[config.mk]
export PLATFORM = sky130hd
export DESIGN_NAME = debug_trace_serial_port
export DESIGN_NICKNAME = d
export VERILOG_FILES = /design/src/hw/debug_trace_pkg.sv /design/src/hw/debug_trace_serial_port.sv
export SDC_FILE = /design/constraint.sdc
export NUM_CORES = 1
export LEC_CHECK = 0
export ABC_AREA = 1
export BUFFER_PORTS_ARGS = -buffer_cell sky130_fd_sc_hd__buf_2
export CORE_MARGIN = 8
export CORE_UTILIZATION = 45
export CTS_CLUSTER_DIAMETER = 80
export CTS_CLUSTER_SIZE = 8
export DETAILED_ROUTE_END_ITERATION = 8
export GPL_ROUTABILITY_DRIVEN = 1
export PLACE_DENSITY = 0.69
export SLEW_MARGIN = 20
export SYNTH_ARGS = -nofsm -noshare
export SYNTH_HDL_FRONTEND = slang
export SYNTH_SLANG_ARGS = --single-unit
[constraint.sdc]
create_clock -name clk -period 2.6 [get_ports clk]
set_clock_uncertainty 0.2 [all_clocks]
set_input_delay 0.78 -clock clk [delete_from_list [all_inputs] [get_ports clk]]
set_output_delay 0.78 -clock clk [all_outputs]
set_load 0.02 [all_outputs]
[src/hw/debug_trace_pkg.sv]
// Constants for the debug trace and serial port block.
// Assumes a single 100 MHz core clock domain.
package debug_trace_pkg;
    localparam int unsigned CLK_PERIOD_NS = 10;
    localparam logic [3:0] STATUS_IDLE = 4'h0;
    localparam logic [3:0] STATUS_START_C = 4'hc;
    localparam logic [3:0] STATUS_START_D = 4'hd;
    localparam logic [3:0] STATUS_START_F = 4'hf;
    localparam logic [3:0] STATUS_ALL_ONES = 4'hf;
    localparam logic [7:0] FRAME_BITS = 8'h08;
    localparam logic [1:0] BUF_DEPTH = 2'h2;
endpackage : debug_trace_pkg

[src/hw/debug_trace_serial_port.sv]
// Debug port: serial command shifter plus real-time trace outputs.
// Assumes core status and trace data come from logic on clk; the
// serial clock and serial input come from pins on another clock.
`timescale 1ns/1ps
`default_nettype none

// Functional notes
// RULE_01 - Serial input bit is taken only after serial clock is seen high.
// RULE_02 - Serial output comes from a register, changed after clock-high detection.
// RULE_03 - Trace clock is delayed core clock, rising mid-way through valid trace data; here it toggles every core cycle, running at half the core rate.
// RULE_04 - Disable bit freezes trace clock, status and data; triggers still work.
// RULE_05 - Clearing the disable bit resumes normal trace output toggling.
// RULE_06 - Probe must realign to trace streams after toggling resumes.
// RULE_07 - Trace clock stays idle until first status 0xc, 0xd or 0xf.
// RULE_08 - All-ones indicator is the AND of the four status outputs.
// RULE_09 - Status output updates on core clock, independent of bus transfers.
// RULE_10 - Trace data output shows captured data and breakpoint status.
// RULE_11 - Probe may time sampling from system clock out or trace clock.
// RULE_12 - Serial clock passes a two-stage synchroniser before level detection.
module debug_trace_serial_port
(
    input wire logic clk,
    input wire logic rstn,
    input wire logic serial_debug_clock,
    input wire logic serial_debug_in,
    output logic serial_debug_out,
    input wire logic [7:0] serial_tx_word,
    input wire logic serial_tx_valid,
    output logic serial_tx_ready,
    output logic [7:0] serial_rx_word,
    output logic serial_rx_valid,
    input wire logic serial_rx_ready,
    input wire logic [3:0] core_status_in,
    input wire logic [3:0] trace_data_in,
    input wire logic trace_clock_disable,
    input wire logic breakpoint_in,
    output logic breakpoint_trigger,
    output logic [3:0] core_status,
    output logic [3:0] trace_data,
    output logic trace_clock,
    output logic status_all_ones
);
    import debug_trace_pkg::*;

    // All block state in one packed record
    typedef struct packed {
        // Pin synchronisers and serial clock level history
        logic [1:0] sclk_sync;
        logic [1:0] sdi_sync;
        logic sclk_seen;
        // Serial shifters and frame bit counter
        logic [7:0] rx_shift;
        logic [7:0] tx_shift;
        logic [7:0] bit_cnt;
        // Two-entry receive buffer, serial output bit and transmit ready
        logic [1:0][7:0] buf_word;
        logic [1:0] buf_count;
        logic buf_wr;
        logic buf_rd;
        logic sdo;
        logic tx_ready;
        // Registered copies of the buffer head for the outputs
        logic [7:0] rx_word;
        logic rx_valid;
        // Trace start flag and trace outputs
        logic started;
        logic [3:0] status;
        logic [3:0] data;
        logic all_ones;
        logic tclk;
        logic trig;
    } state_s;

    state_s state_reg;
    state_s state_next;
    logic rise;
    logic push;
    logic pop;

    // Detect high level of the synchronised serial clock
    assign rise = state_reg.sclk_sync[1] && !state_reg.sclk_seen; // RULE_01
    assign push = rise && (state_reg.bit_cnt == FRAME_BITS - 8'h01) &&
                  (state_reg.buf_count != BUF_DEPTH);
    assign pop = serial_rx_valid && serial_rx_ready;

    // Next-state logic
    always_comb
    begin
        state_next = state_reg;
        state_next.sclk_sync = {state_reg.sclk_sync[0], serial_debug_clock}; // RULE_12
        state_next.sdi_sync = {state_reg.sdi_sync[0], serial_debug_in};
        state_next.sclk_seen = state_reg.sclk_sync[1];
        // Ready only between frames; a taken word drops it at once
        state_next.tx_ready = (state_reg.bit_cnt == 8'h00) && !serial_tx_valid;
        if (serial_tx_valid && state_reg.tx_ready)
        begin
            state_next.tx_shift = serial_tx_word;
            state_next.tx_ready = 1'b0;
        end
        if (rise)
        begin
            // Shift one bit in, one bit out on each clock-high
            state_next.rx_shift = {state_reg.rx_shift[6:0], state_reg.sdi_sync[1]}; // RULE_01
            state_next.sdo = state_reg.tx_shift[7]; // RULE_02
            state_next.tx_shift = {state_reg.tx_shift[6:0], 1'b0};
            if (state_reg.bit_cnt == FRAME_BITS - 8'h01)
                state_next.bit_cnt = 8'h00;
            else
                state_next.bit_cnt = state_reg.bit_cnt + 8'h01;
        end
        // Two-entry receive buffer
        if (push)
        begin
            state_next.buf_word[state_reg.buf_wr] = {state_reg.rx_shift[6:0],
                                                     state_reg.sdi_sync[1]};
            state_next.buf_wr = !state_reg.buf_wr;
        end
        if (pop)
            state_next.buf_rd = !state_reg.buf_rd;
        state_next.buf_count = state_reg.buf_count + {1'b0, push} - {1'b0, pop};
        // Head word and valid taken from the next state, so the
        // flopped outputs show the buffer in the same cycle
        state_next.rx_valid = (state_next.buf_count != 2'h0);
        state_next.rx_word = state_next.buf_word[state_next.buf_rd];
        // Trace start and freeze
        if (!state_reg.started && (core_status_in == STATUS_START_C ||
            core_status_in == STATUS_START_D || core_status_in == STATUS_START_F))
            state_next.started = 1'b1; // RULE_07
        // Breakpoint triggers pass through even while the trace is frozen
        state_next.trig = breakpoint_in; // RULE_04
        // Freeze holds trace clock, status, data and all-ones; clearing it resumes toggling
        if (!trace_clock_disable) // RULE_05
        begin
            // Trace clock runs at half the core rate once started
            state_next.tclk = state_reg.started ? !state_reg.tclk : 1'b0; // RULE_03
            // New trace word every cycle before start, then only as the trace clock falls, so that its
            // rising edge lands in the middle of a two-cycle valid window
            if (!state_reg.started || state_reg.tclk) // RULE_03
            begin
                state_next.status = core_status_in; // RULE_09
                state_next.data = trace_data_in; // RULE_10
                state_next.all_ones = (core_status_in == STATUS_ALL_ONES); // RULE_08
            end
        end
    end

    // State register
    always_ff @(posedge clk or negedge rstn)
    begin
        if (!rstn)
            state_reg <= '0;
        else
            state_reg <= state_next;
    end

    assign serial_debug_out = state_reg.sdo;
    assign serial_tx_ready = state_reg.tx_ready;
    assign serial_rx_word = state_reg.rx_word;
    assign serial_rx_valid = state_reg.rx_valid;
    assign core_status = state_reg.status;
    assign trace_data = state_reg.data;
    assign trace_clock = state_reg.tclk;
    assign status_all_ones = state_reg.all_ones;
    assign breakpoint_trigger = state_reg.trig;

    // Checks, all on the core clock
    // Indicator always matches the AND of the status bits
    a_all_ones_and: assert property (@(posedge clk) disable iff (!rstn) // RULE_08
        status_all_ones == (&core_status))
        else $error("all-ones mismatch");
    // Nothing on the trace moves in the cycle after a freeze
    a_freeze_hold: assert property (@(posedge clk) disable iff (!rstn) // RULE_04
        $past(trace_clock_disable) |-> $stable(core_status) && $stable(trace_clock)
        && $stable(trace_data) && $stable(status_all_ones))
        else $error("trace moved while disabled");
    // Trace clock stays low until a start code is seen
    a_idle_start: assert property (@(posedge clk) disable iff (!rstn) // RULE_07
        !state_reg.started |=> !trace_clock)
        else $error("trace clock early");
    // Once started the start flag stays set until reset
    a_started_hold: assert property (@(posedge clk) disable iff (!rstn) // RULE_07
        state_reg.started |=> state_reg.started)
        else $error("start flag lost");
    // Status takes a new word as the trace clock falls
    a_status_follow: assert property (@(posedge clk) disable iff (!rstn) // RULE_09
        !trace_clock_disable && (trace_clock || !state_reg.started)
        |=> core_status == $past(core_status_in))
        else $error("status not updated");
    // Trace data takes a new word as the trace clock falls
    a_data_follow: assert property (@(posedge clk) disable iff (!rstn) // RULE_10
        !trace_clock_disable && (trace_clock || !state_reg.started)
        |=> trace_data == $past(trace_data_in))
        else $error("data not updated");
    // Trace word stands still across each rising trace clock edge
    a_mid_window: assert property (@(posedge clk) disable iff (!rstn) // RULE_03
        $rose(trace_clock) |-> $stable(core_status) && $stable(trace_data))
        else $error("trace word moved at clock rise");
    // Toggling resumes once the freeze is lifted
    a_resume_toggle: assert property (@(posedge clk) disable iff (!rstn) // RULE_05
        !trace_clock_disable && state_reg.started ##1 !trace_clock_disable
        |=> trace_clock != $past(trace_clock))
        else $error("no toggle");
    // Serial output changes only on a detected clock-high
    a_sdo_on_rise: assert property (@(posedge clk) disable iff (!rstn) // RULE_02
        !rise |=> $stable(serial_debug_out))
        else $error("sdo moved");
    // Receive shifter changes only on a detected clock-high
    a_rx_on_rise: assert property (@(posedge clk) disable iff (!rstn) // RULE_01
        !rise |=> $stable(state_reg.rx_shift))
        else $error("rx moved");
    // Trigger follows its input one cycle later
    a_trig_live: assert property (@(posedge clk) disable iff (!rstn) // RULE_04
        breakpoint_in |=> breakpoint_trigger)
        else $error("trigger lost");
    // Trigger still works while the trace is frozen
    a_trig_frozen: assert property (@(posedge clk) disable iff (!rstn) // RULE_04
        trace_clock_disable && !breakpoint_in |=> !breakpoint_trigger)
        else $error("trigger stuck while frozen");
    // Clock-high detection only after two synchroniser stages
    a_sync_delay: assert property (@(posedge clk) disable iff (!rstn) // RULE_12
        rise |-> $past(serial_debug_clock, 2))
        else $error("sync bypass");
    // Receive buffer never holds more than its depth
    a_buf_bound: assert property (@(posedge clk) disable iff (!rstn)
        state_reg.buf_count <= BUF_DEPTH)
        else $error("buffer overfilled");
endmodule : debug_trace_serial_port

`default_nettype wire

==> results.cfg, run 1 <==
[placed_design]
io_buffer_count = 45
instance_area_after_placement_um2 = 3520
post-dp-hpwl_um = 4370
post-place-cells = 491
gpl.final_weighted_congestion = 0.763

[cts]
cts-buffers-inserted = 9
htree_num_levels = 3
cts_max_path_buffers = 2
clockRootBuffer = sky130_fd_sc_hd__clkbuf_8
postCtsSetupRepairBufs = 0
clock_latency_ns = 0.34
clk_pin_slew_worst_paths_ns = 0.07
ctsResizeCount = 0
clkSinkCount = 71
tritoncts_clock_tree = built
cts_hold_repair.buffers = 0

[layout]
post_layout_cell_count = 507
layout-drive-gt1-share_pct = 22.8
fill_cells = 681
areaGrowthSynthToFinish_pct = 13.6
fin_area_um2 = 3730
largest_reg_flops = 46
nets = 430
n_antenna_cell = 0

[logic_synthesis]
mappedNetlistArea_um2 = 3280
synth.top_cell.area_share_pct = 54.2
yosys.cell_count.top_type = sky130_fd_sc_hd__nand2_1
ys_seq_area_share_pct = 54.2
yosys-top-cells-area = sky130_fd_sc_hd__dfrtp_1 (54%), sky130_fd_sc_hd__nand2_1 (13%), sky130_fd_sc_hd__o21ai_0 (4.4%)
syn-num-nets = 394
postSynthCellCount = 367
synth-warning-count = 0
synth_area_per_inst_um2 = 8.94
synth_common_cells = sky130_fd_sc_hd__nand2_1 (112), sky130_fd_sc_hd__dfrtp_1 (71), sky130_fd_sc_hd__inv_1 (34)
ys_seq_elements = 71
synth.lib_cells_used.distinct = 30
synth.largest_area_cell = sky130_fd_sc_hd__dfrtp_1
ys.flop_type = sky130_fd_sc_hd__dfrtp_1
ys_async_sr_fraction_pct = 100
synth_edf_count = 0

[run_status]
status = complete, no violations

[die]
boundaryPins = 46
std_cell_rows = 31
initial_core_util_pct = 45.7
floorplan_core_area_um2 = 7180
die_y_um = 101
fp.dieArea_um2 = 10300
floorplan.die.width_um = 101

[pwr]
irDropWorstVdd_v = 0.000504
power.internal_mw = 2.28
power-per-cell-area_nw_per_um2 = 964
static-leakage-power_nw = 1.90
power.switching_mw = 1.31
comb_power_share_pct = 30.8
pwr-share-clk_pct = 25.6
switching_share_pct = 36.4
power.sequential.fraction_pct = 43.6

[timing]
slew_headroom_pct = 71.0
fmax_ghz = 0.444
grt_setup_unrepaired = false
final-max-slew-violation-count = 0
fin_setup_tns_ns = 0
final-hold-violation-count = 0
worst_slew_pin_slew_ns = 0.432
timing.final.setup_violations = 0
min_period_over_period_pct = 86.7
period_minus_ws_final_ns = 2.25

[detailed_routing]
routed_wire_length_per_instance_um = 12.8
drc_violation_count_after_routing = 0
detail_route.vias_per_cell = 4.80
wirelength_um = 6480
via_count = 2433
firstDrtPassIters = 4
antenna_left = 0
drt_first_iter_violations = 98

[critical_path]
worst_setup_path_end_kind = register
arrival_ns = 2.27
worst-setup-path-type = reg2reg
timing.critical_path.from_type = register
worst-endpoint-required_ns = 2.61
critical_path_peak_fanout = 3

[global_route]
grtUsageTotal_pct = 14.0
grt_antenna_before_repair = 0
grt_max_degree = 72
gr-total-overflow = 0
grt_pass1_wl_um = 11400
grt_pass1_vias = 2595

[run]
cap_viol_max_count = 0

[min_path]
min-delay-path-class = reg2reg
## final cells by class
cell class / instances / area, um^2 / share of cell area, %
clock inverter: 4 / 70.1 / 1.88
sequential: 71 / 1780 / 47.7
inverter: 38 / 143 / 3.83
tap: 99 / 124 / 3.32
multi-input combinational: 230 / 1180 / 31.7
timing repair buffer: 53 / 298 / 7.99
clock buffer: 12 / 135 / 3.63
## critical path, stage by stage (launching register included)
cell,delay [ns]
sky130_fd_sc_hd__dfrtp_1,0.37
sky130_fd_sc_hd__ha_1,0.25
sky130_fd_sc_hd__nand3_4,0.12
sky130_fd_sc_hd__nor3_1,0.40
sky130_fd_sc_hd__nand3_1,0.14
sky130_fd_sc_hd__nand2_1,0.10
sky130_fd_sc_hd__ha_1,0.17
sky130_fd_sc_hd__xnor2_1,0.15
sky130_fd_sc_hd__inv_1,0.06
sky130_fd_sc_hd__nand2_1,0.09
sky130_fd_sc_hd__nand3b_1,0.09
## final timing paths
path,from,end,slack [ns],depth (start not counted)
min,state_next[69],state_reg[69],0.16,0
max in group asynchronous,rstn,state_reg[41],1.65,2
max,state_reg[43],serial_rx_valid,0.35,10
max reg2reg,state_reg[43],serial_rx_valid,0.35,10
min reg2reg,state_next[69],state_reg[69],0.16,0
min in group asynchronous,rstn,breakpoint_trigger,0.25,2
## per-stage QoR
step	worst slack [ns]	hold WS, ns	power [mW]	utilization (%)
2_1_floorplan	0.512	0.131	2.43	-
4_1_cts	0.364	0.158	3.63	51.9
5_1_grt	0.185	0.170	3.84	51.9
6_report	0.346	0.155	3.59	51.9
3_5_place_dp	0.361	0.141	2.69	49.1
3_3_place_gp	0.461	0.131	2.67	49.1
## power groups by stage
stage                     logic, mW  clock network [mW]  registers [mW]
after detailed placement       1.11                   0            1.58
after CTS                      1.12               0.945            1.57
after global placement         1.09                   0            1.57
after global routing           1.25               0.986            1.60
after floorplan               0.864                   0            1.57
final                          1.11               0.921            1.56
## cells by family after synthesis
logic type                 share of synthesized area [%]
and+or+nand+nor                                     25.6
DFF                                                 54.2
buffers and inverters                               9.88
AOI/OAI and AO/OA                                   6.83
xor gates and xnor gates                            2.44
adders and majority gates                           1.14
## per-layer routing
| metal | vias to the layer above | share of wire [%] | global-route usage (%) |
|---|---|---|---|
| li1 | 1227 | - | - |
| met1 | 1137 | 47 | 17.1 |
| met2 | 57 | 46 | 22.3 |
| met3 | 12 | 4.8 | 3.78 |
| met4 | 0 | 2.2 | 7.33 |
| met5 | - | 0 | 0 |
## placed cells by master, fill, tap and decap left out, drive strengths merged
cell / instances
a21oi: 5
buf: 53
bufinv: 2
clkbuf: 12
clkinv: 4
dfrtp: 71
ha: 3
inv: 36
nand2: 129
nand3: 14
nand3b: 1
nand4: 17
nor2: 10
nor3: 6
nor3b: 1
o211ai: 4
o21ai: 29
o22ai: 2
o31ai: 1
or2: 1
xnor2: 2
xor2: 5
Note: power is estimated with default switching activity, not from simulation.
==> run 2, diff against run 1 <==
ABC_CLOCK_PERIOD_IN_PS = 2600   (was default)
RECOVER_POWER = 50   (was default)
==> run 2 against run 1 <==
  * The run now ends with capacitance limit, slew limit left
  * Hold slack hardly changed
  * Non-clock buffer count stayed put
  * Highest routed layer unchanged
  * Power is 0.13% lower
  * Largest power group unchanged
  * Clock power hardly changed
  * Utilization is 0.26 points lower
  * Critical path depth stayed put
  * Register-to-register slack hardly changed
  * First-iteration DRC count stayed put
==> results.cfg, run 2 (synthesized netlist as in run 1, its figures left out) <==
[die]
floorplan.die.width_um = 101
fp.dieArea_um2 = 10300
initial_core_util_pct = 45.7
die_y_um = 101
floorplan_core_area_um2 = 7180
boundaryPins = 46
std_cell_rows = 31

[timing]
postLayoutSetupSlackWorst_ns = 0.344
slew_headroom_pct = -0.542
fmax_ghz = 0.443
final-hold-violation-count = 0
min_period_over_period_pct = 86.8
worst_slew_pin_slew_ns = 1.51
period_minus_ws_final_ns = 2.26
timing.final.setup_violations = 0
final-max-slew-violation-count = 71
fin_setup_tns_ns = 0
grt_setup_unrepaired = false
hold-worst-slack_ns = 0.155

[critical_path]
critical_path_peak_fanout = 3
worst-endpoint-required_ns = 2.61
worst_path_largest_cell_delay_ns = 0.40
rr_startpoint = state_reg[43]
worst-setup-path-type = reg2reg
path_delay_family = simple AND/OR/NAND/NOR gates
arrival_ns = 2.27
critical_path.slowest_cell = sky130_fd_sc_hd__nor3_1
cp_num_buf_inv = 1
worst_setup_path_startpoint = state_reg[43]
timing.critical_path.from_type = register
worst_setup_path_end_kind = register
path_cells = ha_1 > nand3_4 > nor3_1 > nand3_1 > nand2_1 > ha_1 > xnor2_1 > inv_1 > nand2_1 > nand3b_1

[global_route]
grt_pass1_vias = 2595
grt_max_degree = 72
grtUsageTotal_pct = 14.0
gr-total-overflow = 0
grt_pass1_wl_um = 11400
grt_antenna_before_repair = 0

[run_status]
violated_checks = capacitance limit, slew limit
status = complete, but fails checks

[cts]
cts_hold_repair.buffers = 0
ctsResizeCount = 0
tritoncts_clock_tree = built
clk_pin_slew_worst_paths_ns = 0.07
postCtsSetupRepairBufs = 0
clkSinkCount = 71
clockRootBuffer = sky130_fd_sc_hd__clkbuf_8
cts_max_path_buffers = 2
clock_latency_ns = 0.34
htree_num_levels = 3
cts-buffers-inserted = 9

[detailed_routing]
via_count = 2438
wirelength_um = 6490
drt_first_iter_violations = 98
firstDrtPassIters = 4
wl_met1_um = 3040
detail_route.vias_per_cell = 4.81
routed_wire_length_per_instance_um = 12.8
sum_of_met2_wire_segment_lengths_after_detailed_routing_um = 3010
dr_wl_met3_um = 304
antenna_left = 0
route.top_layer_used = met4
drc_violation_count_after_routing = 0

[layout]
nets = 430
post_layout_cell_count = 507
fin_area_um2 = 3710
commonest_cells_after_routing_fill_and_taps_aside = sky130_fd_sc_hd__nand2_1 (112), sky130_fd_sc_hd__dfrtp_1 (71), sky130_fd_sc_hd__buf_2 (46)
areaGrowthSynthToFinish_pct = 13.0
n_antenna_cell = 0
largest_reg_flops = 46
layout_commonest_cell = sky130_fd_sc_hd__nand2_1
layout-drive-gt1-share_pct = 22.5

[min_path]
hold_path.startpoint = state_next[69]
min-delay-path-class = reg2reg

[run]
cap_viol_max_count = 1

[pwr]
static-leakage-power_nw = 1.89
power-per-cell-area_nw_per_um2 = 968
irDropWorstVdd_v = 0.000504

[placed_design]
gpl.final_weighted_congestion = 0.763
post-place-cells = 491
post-dp-hpwl_um = 4370
instance_area_after_placement_um2 = 3520
io_buffer_count = 45
pre_cts_ws_ns = 0.361
-- run 2: path summary, 6_finish.rpt --
path / endpoint / slack (ns) / cells past startpoint
min: state_reg[69] / 0.16 / 0
min reg2reg: state_reg[69] / 0.16 / 0
max: serial_rx_valid / 0.34 / 10
min in group asynchronous: breakpoint_trigger / 0.71 / 2
max reg2reg: serial_rx_valid / 0.34 / 10
max in group asynchronous: state_reg[61] / 0.59 / 2
-- run 2: area by class of cell --
cell class              count  area (um^2)
multi-input cells         230         1180
clock inverters             4         70.1
repair buffers             53          279
fillers                   685         3470
clock buffers              12          135
well taps                  99          124
inverters                  38          143
flip-flops and latches     71         1780
-- run 2: routing by layer --
layer | track usage [%] | up-vias
li1 | - | 1226
met1 | 17.1 | 1149
met2 | 22.3 | 51
met3 | 3.78 | 12
met4 | 7.33 | 0
met5 | 0 | -
-- run 2: per-stage QoR --
step / total power [mW] / util, %
after floorplan: 2.43 / -
after global placement: 2.67 / 49.1
after detailed placement: 2.69 / 49.1
after CTS: 3.63 / 51.9
after global routing: 3.83 / 51.7
final: 3.59 / 51.7
-- run 2: where the power goes --
group | switching [mW] | internal, mW
Clock | 0.382 | 0.538
Combinational | 0.747 | 0.356
Sequential | 0.178 | 1.39
Total | 1.31 | 2.28
==> run 3, diff against run 2 <==
GPL_TIMING_DRIVEN = 0   (was default)
==> run 3 against run 2 <==
  * The flow now finishes without violations
  * Non-clock buffer count increased by 21
  * Cell area rose by 3.9%
  * Fmax fell by 5.9%
  * Count of clock-buffer cells in the layout decreased by 3
  * Sequential share of layout area down 1.8 points
  * Sequential power about the same
  * Critical path depth is 2 higher
  * Global-route usage increased by 0.33 points
==> results.cfg, run 3 (synthesized netlist as in run 1, its figures left out) <==
[detailed_routing]
drc_violation_count_after_routing = 0
via_count = 2541
drt_first_iter_violations = 118
firstDrtPassIters = 4
routed_wire_length_per_instance_um = 12.9
antenna_left = 0
wirelength_um = 6830
detail_route.vias_per_cell = 4.81

[pwr]
irDropWorstVdd_v = 0.000709
post-layout-total-power_mw = 3.74
static-leakage-power_nw = 1.98
power-per-cell-area_nw_per_um2 = 971

[cts]
ctsResizeCount = 0
clk_pin_slew_worst_paths_ns = 0.08
postCtsSetupRepairBufs = 0
clkSinkCount = 71
cts_max_path_buffers = 2
tritoncts_clock_tree = built
htree_num_levels = 3
cts_hold_repair.buffers = 0
clock_latency_ns = 0.34
clockRootBuffer = sky130_fd_sc_hd__clkbuf_8
cts-buffers-inserted = 9

[placed_design]
gpl.final_weighted_congestion = 0.787
post-dp-hpwl_um = 4880
instance_area_after_placement_um2 = 3650
io_buffer_count = 45
pre_cts_ws_ns = 0.238

[global_route]
gr-total-overflow = 0
grt_antenna_before_repair = 0
grt_max_degree = 38
grtUsageTotal_pct = 14.4
grt_pass1_vias = 2606
grt_pass1_wl_um = 11600

[layout]
layout_commonest_cell = sky130_fd_sc_hd__nand2_1
largest_reg_flops = 46
fin_area_um2 = 3850
fill_cells = 667
n_antenna_cell = 0
layout-drive-gt1-share_pct = 25.2
areaGrowthSynthToFinish_pct = 17.4
commonest_cells_after_routing_fill_and_taps_aside = sky130_fd_sc_hd__nand2_1 (112), sky130_fd_sc_hd__dfrtp_1 (71), sky130_fd_sc_hd__buf_2 (47)
nets = 451

[critical_path]
worst-setup-path-type = reg2reg
timing.reg2reg.setup_slack_ns = 0.20
rr_endpoint = serial_rx_valid
rr_startpoint = state_reg[44]
critical_path_peak_fanout = 10
worst-endpoint-required_ns = 2.62
r2r_cells = 12
timing.critical_path.from_type = register
path_cells = ha_1 > nand3_4 > nor2_8 > nand3_4 > buf_6 > nand2_2 > nand2_1 > ha_1 > xnor2_1 > inv_1 > nand2_1 > nand3b_1
worst_setup_path_end_kind = register
arrival_ns = 2.42
worst_path_largest_cell_delay_ns = 0.38
critical_path.slowest_cell = sky130_fd_sc_hd__dfrtp_1

[min_path]
worst_hold_path.num_cells = 0
min-delay-path-class = reg2reg
hold_path.startpoint = state_next[69]
timing.hold.worst_endpoint = state_reg[69]

[timing]
final-hold-violation-count = 0
fmax_ghz = 0.417
period_minus_ws_final_ns = 2.40
postLayoutSetupSlackWorst_ns = 0.202
grt_setup_unrepaired = false
fin_setup_tns_ns = 0
min_period_over_period_pct = 92.2
timing.final.setup_violations = 0
final-max-slew-violation-count = 0
worst_slew_pin_slew_ns = 0.908
slew_headroom_pct = 39.4

[die]
fp.dieArea_um2 = 10300
boundaryPins = 46
floorplan.die.width_um = 101
std_cell_rows = 31
die_y_um = 101
floorplan_core_area_um2 = 7180
initial_core_util_pct = 45.7

[run]
cap_viol_max_count = 0

[run_status]
status = complete, no violations
-- run 3: changes by cell type in the layout (fill, tap and decap cells not counted), sizes merged --
cell / before / now
buf: 52 / 65
clkinvlp: 0 / 2
clkbuf: 13 / 18
clkinv: 4 / 5
-- run 3: layout make-up --
class | count | area, um^2 | share of cell area, %
Multi-Input combinational cell | 230 | 1180 | 30.5
Tap cell | 99 | 124 | 3.22
Sequential cell | 71 | 1780 | 46.1
Inverter | 38 | 143 | 3.70
Clock inverter | 7 | 97.6 | 2.53
Clock buffer | 9 | 124 | 3.22
Buffer | 28 | 180 | 4.68
Timing Repair Buffer | 46 | 230 | 5.98
-- run 3: metal layers --
metal | GRT usage, % | wire length, um | up-vias
met1 | 17.7 | 3130 | 1197
met3 | 4.67 | 447 | 11
met2 | 22.4 | 3120 | 65
met5 | 0 | 0 | -
met4 | 6.76 | 127 | 0
li1 | - | - | 1268
-- run 3: stage by stage --
step                      hold slack (ns)  cells  util [%]
after floorplan                     0.131    367         -
final                               0.154    528      53.7
after CTS                           0.155    528      54.0
after global placement              0.134    511      50.6
after global routing                0.166    528      53.7
after detailed placement            0.138    512      50.9
-- run 3: how the worst max path moves through the flow --
stage | start | to | depth (start not counted)
after floorplan | state_reg[43] | serial_rx_valid | 12
after global placement | rstn | serial_rx_word[5] | 1
after detailed placement | state_reg[44] | serial_rx_valid | 12
after CTS | state_reg[44] | serial_rx_valid | 12
after global routing | state_reg[43] | serial_rx_valid | 12
final | state_reg[44] | serial_rx_valid | 12
-- run 3: critical path, delay by kind of cell (launching register included) --
family | cells | cell delay, ns
XOR/XNOR | 1 | 0.19
adder cells (fa/ha/maj) | 2 | 0.45
AND/OR/NAND/NOR | 7 | 0.78
flip-flops | 1 | 0.38
buffers and inverters | 2 | 0.28
-- run 3: report_power, final --
part | internal, mW | switching (mW) | total (mW) | leakage (nW)
clock | 0.541 | 0.429 | 0.970 | 0.105
combinational | 0.431 | 0.772 | 1.20 | 0.959
sequential | 1.39 | 0.179 | 1.56 | 0.914
total | 2.36 | 1.38 | 3.74 | 1.98
